`src/core/sram_port_pkg.sv`:
```
// Purpose: shared constants and types for the static memory port controller
// Assumes: core clock of 50 MHz (20 ns period)
// Notes: all delays are counted in whole core clock cycles, rounded up
package sram_port_pkg;

  // ---------------------------------------------------------------
  // clock and widths
  // ---------------------------------------------------------------
  localparam int CLK_PERIOD_NS = 20; // core clock period
  localparam int ADDR_W = 18; // word address width
  localparam int DATA_W = 16; // data bus width
  localparam int BYTE_W = 8; // one byte lane

  // ---------------------------------------------------------------
  // timing figures in ns; pairs per speed grade (0 = fast, 1 = slow), single values shared by both
  // ---------------------------------------------------------------
  localparam int SELECT_TO_WRITE_END_NS [2] = '{40, 60};
  localparam int BYTE_TO_WRITE_END_NS [2] = '{35, 55};
  localparam int ADDRESS_TO_WRITE_END_NS [2] = '{40, 60};
  localparam int SELECT_ACCESS_TIME_NS [2] = '{55, 70};
  localparam int OUTPUT_ENABLE_ACCESS_NS [2] = '{25, 35};
  localparam int DESELECT_TO_FLOAT_NS = 20; // bus release after deselect
  localparam int OUTPUT_DISABLE_TO_FLOAT_NS = 20; // bus release after oe high
  localparam int WRITE_TO_FLOAT_NS = 20; // memory floats after strobe low
  localparam int WRITE_END_TO_DRIVE_NS = 5; // memory quiet after write end
  localparam int DESELECT_TO_RETENTION_NS = 0; // retention may follow deselect

  // round a least time up to whole cycles, never below one
  function automatic int cyclesUp(input int ns);
    int c;
    c = (ns + CLK_PERIOD_NS - 1) / CLK_PERIOD_NS;
    return (c < 1) ? 1 : c;
  endfunction

  localparam int CNT_W = 4; // width of the phase counter

  // ---------------------------------------------------------------
  // state and carriers
  // ---------------------------------------------------------------
  typedef enum logic [2:0] {
    ST_IDLE = 3'h0,
    ST_RD_WAIT = 3'h1,
    ST_RD_DONE = 3'h3,
    ST_WR_PULSE = 3'h4,
    ST_WR_END = 3'h5,
    ST_FLOAT = 3'h2
  } phase_t;

  // pins toward the memory, active-low strobes plus the active-high dataOe
  typedef struct packed {
    logic [ADDR_W-1:0] addr;
    logic chipSel_n;
    logic writeStrobe_n;
    logic outEnable_n;
    logic upper_byte_en_n;
    logic lower_byte_en_n;
    logic [DATA_W-1:0] dataOut;
    logic dataOe;
  } mem_pins_t;

  // user request
  typedef struct packed {
    logic valid;
    logic write;
    logic [ADDR_W-1:0] addr;
    logic [DATA_W-1:0] wdata;
    logic [1:0] byteEn; // bit1 upper lane, bit0 lower lane
  } user_req_t;

  // user answer
  typedef struct packed {
    logic ready;
    logic rdValid;
    logic [DATA_W-1:0] rdata;
    logic idle; // deselected, safe to lower supply
  } user_rsp_t;

endpackage : sram_port_pkg

```
`src/core/sram_port_ctrl.sv`:
```
// Purpose: controller driving an asynchronous 16-bit static memory by its pins
// Assumes: inputs synchronous to core_clk; memory pins registered on core_clk
// Notes: one access at a time; speed grade fixed at build time by SPEED_GRADE

// Function
// - write strobe held high during reads
// - reads drive select and output enable low
// - address set on the same edge that select falls
// - address changes only with select high
// - write ends on first strobe rise
// - select low long enough before write end
// - byte enables low long before write end
// - address valid long before write end
// - retention allowed right after deselect
// - lower enable gates low byte, upper high
module sram_port_ctrl
  #(
    parameter int SPEED_GRADE = 0 // 0 fast, 1 slow
  )
  (
    input wire logic core_clk,
    input wire logic rst,
    input wire sram_port_pkg::user_req_t req,
    output sram_port_pkg::user_rsp_t rsp,
    output sram_port_pkg::mem_pins_t pins,
    input wire logic [sram_port_pkg::DATA_W-1:0] dataIn
  );
  import sram_port_pkg::*;

  // ---------------------------------------------------------------
  // derived cycle counts
  // ---------------------------------------------------------------
  // write pulse must cover select, byte and address setup at once
  localparam int WR_NS_A = (SELECT_TO_WRITE_END_NS[SPEED_GRADE] >
                            BYTE_TO_WRITE_END_NS[SPEED_GRADE]) ?
                           SELECT_TO_WRITE_END_NS[SPEED_GRADE] :
                           BYTE_TO_WRITE_END_NS[SPEED_GRADE];
  localparam int WR_NS = (WR_NS_A > ADDRESS_TO_WRITE_END_NS[SPEED_GRADE]) ?
                         WR_NS_A : ADDRESS_TO_WRITE_END_NS[SPEED_GRADE];
  localparam int WR_CYC = cyclesUp(WR_NS);
  // read sample waits for the slower of select and oe access
  localparam int RD_NS = (SELECT_ACCESS_TIME_NS[SPEED_GRADE] >
                          OUTPUT_ENABLE_ACCESS_NS[SPEED_GRADE]) ?
                         SELECT_ACCESS_TIME_NS[SPEED_GRADE] :
                         OUTPUT_ENABLE_ACCESS_NS[SPEED_GRADE];
  localparam int RD_CYC = cyclesUp(RD_NS);
  // turnaround after a read: memory must have floated the bus
  localparam int FL_NS = (DESELECT_TO_FLOAT_NS > OUTPUT_DISABLE_TO_FLOAT_NS) ?
                         DESELECT_TO_FLOAT_NS : OUTPUT_DISABLE_TO_FLOAT_NS;
  localparam int FL_CYC = cyclesUp(FL_NS);
  // drive data only after memory released the bus on strobe fall
  localparam int WZ_CYC = cyclesUp(WRITE_TO_FLOAT_NS);
  localparam int HOLD_CYC = cyclesUp(WRITE_END_TO_DRIVE_NS);
  localparam int RET_CYC = cyclesUp(DESELECT_TO_RETENTION_NS);

  // elaboration checks
  if (SPEED_GRADE != 0 && SPEED_GRADE != 1)
    $error("SPEED_GRADE must be 0 or 1");
  if (WR_CYC + WZ_CYC >= (1 << CNT_W) || RD_CYC >= (1 << CNT_W))
    $error("phase counter too narrow");

  // ---------------------------------------------------------------
  // state
  // ---------------------------------------------------------------
  typedef struct packed {
    phase_t phase;
    logic [CNT_W-1:0] cnt;
    mem_pins_t pins;
    user_rsp_t rsp;
  } state_t;

  state_t s_r; // registered state
  state_t s_nxt; // next state

  // ---------------------------------------------------------------
  // next-state logic
  // ---------------------------------------------------------------
  always_comb
  begin
    s_nxt = s_r;
    s_nxt.rsp.rdValid = 1'b0; // pulse
    unique case (s_r.phase)
      ST_IDLE:
      begin
        // address, lanes and select all set on the same edge
        if (req.valid)
        begin
          s_nxt.rsp.ready = 1'b0;
          s_nxt.rsp.idle = 1'b0;
          s_nxt.pins.addr = req.addr;
          s_nxt.pins.chipSel_n = 1'b0;
          s_nxt.pins.lower_byte_en_n = ~req.byteEn[0];
          s_nxt.pins.upper_byte_en_n = ~req.byteEn[1];
          if (req.write)
          begin
            // strobe low with select; data held back until bus floats
            s_nxt.pins.writeStrobe_n = 1'b0;
            s_nxt.pins.outEnable_n = 1'b1;
            s_nxt.pins.dataOut = req.wdata;
            s_nxt.cnt = CNT_W'(WR_CYC + WZ_CYC - 1);
            s_nxt.phase = ST_WR_PULSE;
          end
          else
          begin
            s_nxt.pins.writeStrobe_n = 1'b1;
            s_nxt.pins.outEnable_n = 1'b0;
            s_nxt.cnt = CNT_W'(RD_CYC - 1);
            s_nxt.phase = ST_RD_WAIT;
          end
        end
      end
      ST_RD_WAIT:
      begin
        // count down the access time, then sample
        if (s_r.cnt == '0)
        begin
          s_nxt.rsp.rdata = dataIn;
          s_nxt.rsp.rdValid = 1'b1;
          s_nxt.pins.chipSel_n = 1'b1;
          s_nxt.pins.outEnable_n = 1'b1;
          s_nxt.cnt = CNT_W'(FL_CYC - 1);
          s_nxt.phase = ST_RD_DONE;
        end
        else
          s_nxt.cnt = s_r.cnt - 1'b1;
      end
      ST_RD_DONE:
      begin
        // wait out the float time before anyone drives the bus
        if (s_r.cnt == '0)
          s_nxt.phase = ST_FLOAT;
        else
          s_nxt.cnt = s_r.cnt - 1'b1;
      end
      ST_WR_PULSE:
      begin
        // drive data only once the memory has let go: WZ_CYC after strobe fall,
        // which leaves the full WR_CYC of data setup before the write ends
        if (s_r.cnt == CNT_W'(WR_CYC))
          s_nxt.pins.dataOe = 1'b1;
        if (s_r.cnt == '0)
        begin
          // strobe and select rise together; write ends here
          s_nxt.pins.writeStrobe_n = 1'b1;
          s_nxt.pins.chipSel_n = 1'b1;
          s_nxt.cnt = CNT_W'(HOLD_CYC - 1);
          s_nxt.phase = ST_WR_END;
        end
        else
          s_nxt.cnt = s_r.cnt - 1'b1;
      end
      ST_WR_END:
      begin
        // data held past the edge, memory stays quiet meanwhile
        if (s_r.cnt == '0)
        begin
          s_nxt.pins.dataOe = 1'b0;
          s_nxt.phase = ST_FLOAT;
        end
        else
          s_nxt.cnt = s_r.cnt - 1'b1;
      end
      ST_FLOAT:
      begin
        // deselected: idle marks retention entry allowed at once
        s_nxt.pins.lower_byte_en_n = 1'b1;
        s_nxt.pins.upper_byte_en_n = 1'b1;
        s_nxt.cnt = CNT_W'(RET_CYC - 1);
        s_nxt.rsp.ready = 1'b1;
        s_nxt.rsp.idle = 1'b1;
        s_nxt.phase = ST_IDLE;
      end
      default:
        s_nxt.phase = ST_IDLE;
    endcase
  end

  // ---------------------------------------------------------------
  // state register
  // ---------------------------------------------------------------
  always_ff @(posedge core_clk)
  begin
    if (rst)
    begin
      s_r <= '0;
      s_r.phase <= ST_IDLE;
      s_r.pins.chipSel_n <= 1'b1; // deselected out of reset
      s_r.pins.writeStrobe_n <= 1'b1;
      s_r.pins.outEnable_n <= 1'b1;
      s_r.pins.upper_byte_en_n <= 1'b1;
      s_r.pins.lower_byte_en_n <= 1'b1;
      s_r.rsp.ready <= 1'b1;
      s_r.rsp.idle <= 1'b1;
    end
    else
      s_r <= s_nxt;
  end

  assign pins = s_r.pins;
  assign rsp = s_r.rsp;

endmodule // sram_port_ctrl

```
`config.mk`:
```
export PLATFORM = sky130hd
export DESIGN_NAME = sram_port_ctrl
export DESIGN_NICKNAME = d
export VERILOG_FILES = /design/src/core/sram_port_pkg.sv /design/src/core/sram_port_ctrl.sv
export SDC_FILE = /design/constraint.sdc
export NUM_CORES = 1
export LEC_CHECK = 0
export ABC_AREA = 0
export BUFFER_PORTS_ARGS = -buffer_cell sky130_fd_sc_hd__buf_2
export CAP_MARGIN = 20
export CORE_ASPECT_RATIO = 0.9
export CORE_UTILIZATION = 45
export CTS_CLUSTER_DIAMETER = 30
export DETAILED_ROUTE_END_ITERATION = 8
export GPL_TIMING_DRIVEN = 0
export PLACE_DENSITY_LB_ADDON = 0.12
export SLEW_MARGIN = 20
export SYNTH_ARGS = -nofsm -noshare
export SYNTH_HDL_FRONTEND = slang
export SYNTH_SLANG_ARGS = --single-unit
```
`constraint.sdc`:
```
create_clock -name core_clk -period 1.96 [get_ports core_clk]
set_input_delay 0.392 -clock core_clk [delete_from_list [all_inputs] [get_ports core_clk]]
set_output_delay 0.392 -clock core_clk [all_outputs]
set_load 0.05 [all_outputs]
```
==> metrics <==
status=completed; Synth async-reset ratio=0%; synthesized area=0.002962 mm²; endpoints failing setup=0; Gate Count Post-Synth=373; routed len/inst=11.13 µm; CTS Buf Count=9; share of the synthesized area in the top cell type=43.94%; Synth area leader=dfxtp_1; GRT Residual Overflow=0; diode count=0; FF/Latch Area=0.001301 mm²; # nets final=559; initial antenna violation count=0; fmax=0.5605 GHz; post-synth net total=432; Clock transition at path regs=0.07 ns; Crit Path Class=flop to flop; post-synthesis cell type count=37; H-Tree Depth=3; fraction of synthesized cell area in xor and xnor cells=0.2957%; Compound-Gate Fraction of Synth Area=13.10%; Ports=115; crit share post-route=91.03%; Worst setup EP type=flop; Core ar.=0.006250 mm²; R2R setup slack=0.18 ns; Data required, critical path=2.21 ns; area of the multi-input gates=0.001119 mm²; total global-route track usage=19.84%; vias in the first global route=2482; area growth from synthesis to layout=31.52%; Final ANT Viol Nets=0; Worst-Margin Slew=0.5596 ns; MaxCap Viol Count=0; HPWL Detailed=4.847 mm; Pwr per Cell Area=1204 mW/mm²; global-route wire length before repair=10.63 mm; setup ws final=0.1757 ns; main combinational cell family by area after synthesis=simple AND/OR/NAND/NOR gates; Final Hold Violating Endpoints=0; final wirelength=6.591 mm; WHS=0.2738 ns; most instantiated cells after synthesis=nand2_1, dfxtp_1, buf_4; CTS max path bufs=2; worst skew pair latency=0.35 ns; Die Area=0.006910 mm²; Initial Utilization=47.39%; sequential-to-total area share from yosys stat=43.94%; Worst Clk Skew=0.007091 ns; # port buffers=114; Vias/cell=4.598; Slew headroom=62.59%; most frequent cell after synthesis=nand2_1; RSZ-0062 raised after global routing=false; Max VDD drop=0.5498 mV; warnings from Yosys=0; top_reg_cell synth=dfxtp_1; CP startpoint kind=flop; Slew Limit Fails=0; mux share of post-synthesis cell area=1.014%; layout cell share with drive strength beyond 1=41.19%; EDFF count, synth=0; Hold Path Class=input port to flop; Area contributors post-synth=dfxtp_1, buf_4, nand2_1; Std-Cell Rows=27; die width=87.52 µm; clk sinks=65; post-placement setup slack=-0.004210 ns; Die H=78.96 µm; Syn Area/Cell=7.940 µm²; Post-Synth Adder-Cell Area=1.267%; Initial DRT Pass Iterations=4; via count=2722; largest net degree at the start of global routing=13; DRC viols=0; Root Driver=clkbuf_8; simple-gate share of the synthesized area=21.42%; setup TNS=0 ns; CP max FO=5; Hold Buf Count CTS=0; WP data arrival=2.04 ns; DR iter-0 viols=76; RD Place Congestion=0.8093; Synth Register Bits=65; crit path time final=1.784 ns; TritonCTS clock tree=yes; fill count=591; Pleak=1.884 nW
[cell usage in the layout (no fill, tap or decap), drive strengths merged, types with 2 or more instances in the layout]
cell type,n
ha,3
nor3,2
nor4b,3
nand4,2
inv,5
nor2,6
a221oi,2
dfxtp,65
nor4,2
bufinv,2
clkinv,4
nand3,3
mux2i,3
nand2,118
and2,2
clkbuf,20
buf,184
a21oi,59
nand2b,2
o21ai,4
[metrics by stage]
step | std cells | power (mW) | utilization (%) | instance area (µm²)
after floorplan | 373 | 3.033 | - | 2962
after global placement | 574 | 3.384 | 58.26 | 3641
after detailed placement | 574 | 3.400 | 58.26 | 3641
after CTS | 592 | 4.677 | 62.00 | 3875
after global routing | 592 | 4.972 | 62.32 | 3895
final | 592 | 4.691 | 62.32 | 3895
[kinds of logic after synthesis]
kind of cell | count (synthesis)
AND/OR/NAND/NOR | 146
buffers and inverters | 84
AO/OA/AOI/OAI | 71
flip-flops | 65
multiplexers | 3
adder cells (fa/ha/maj) | 3
XOR/XNOR | 1
[critical path, stage by stage, from the launching register on]
cell and delay [ns]:
dfxtp_1 0.33, inv_1 0.13, ha_2 0.23, or3b_2 0.50, a21oi_1 0.20, a21oi_1 0.09
a221oi_1 0.22
[timing repair]
item | in CTS | in global routing
resized for setup | 0 | 4
setup endpoints to repair | 2 | 15
pin swaps | 1 | 0
setup buffers | 2 | 0
[final timing paths]
path,start,end,depth (start not counted)
worst min-delay path,req[28],pins[32]$_SDFFE_PP0P_,3
worst max register to register,s_r[59]$_SDFFE_PP0P_,s_r[60]$_SDFFE_PP0P_,6
worst min register to register,pins[10]$_SDFFE_PP0P_,pins[10]$_SDFFE_PP0P_,2
worst max-delay path,s_r[59]$_SDFFE_PP0P_,s_r[60]$_SDFFE_PP0P_,6
[where the power goes]
part | switching [mW] | leakage [nW] | internal, mW
sequential | 0.120 | 0.531 | 1.51
clock | 0.530 | 0.109 | 0.715
combinational | 1.15 | 1.24 | 0.666
total | 1.80 | 1.88 | 2.89
[final cells by class]
cell class | count | area share [%]
plain buffers | 79 | 13.94
clock buffers | 9 | 3.180
clock inverters | 7 | 2.441
inverters | 5 | 0.4818
multi-input cells | 224 | 28.72
flip-flops and latches | 65 | 33.41
well taps | 87 | 2.795
repair buffers | 116 | 15.03
[registers in the layout, summed over array words and instances (netlist names)]
| signal | count |
|---|---|
| rsp | 18 |
| pins | 40 |
| s_r | 7 |
[routing by layer]
| layer | global-route usage (%) | vias to the layer above | part of all wire (%) |
|---|---|---|---|
| li1 | - | 1411 | - |
| met1 | 23.34 | 1205 | 44 |
| met2 | 31.80 | 91 | 46 |
| met3 | 8.316 | 15 | 7.1 |
| met4 | 8.033 | 0 | 2.3 |
| met5 | 0 | - | 0 |
Note: power is estimated with default switching activity, not from simulation.
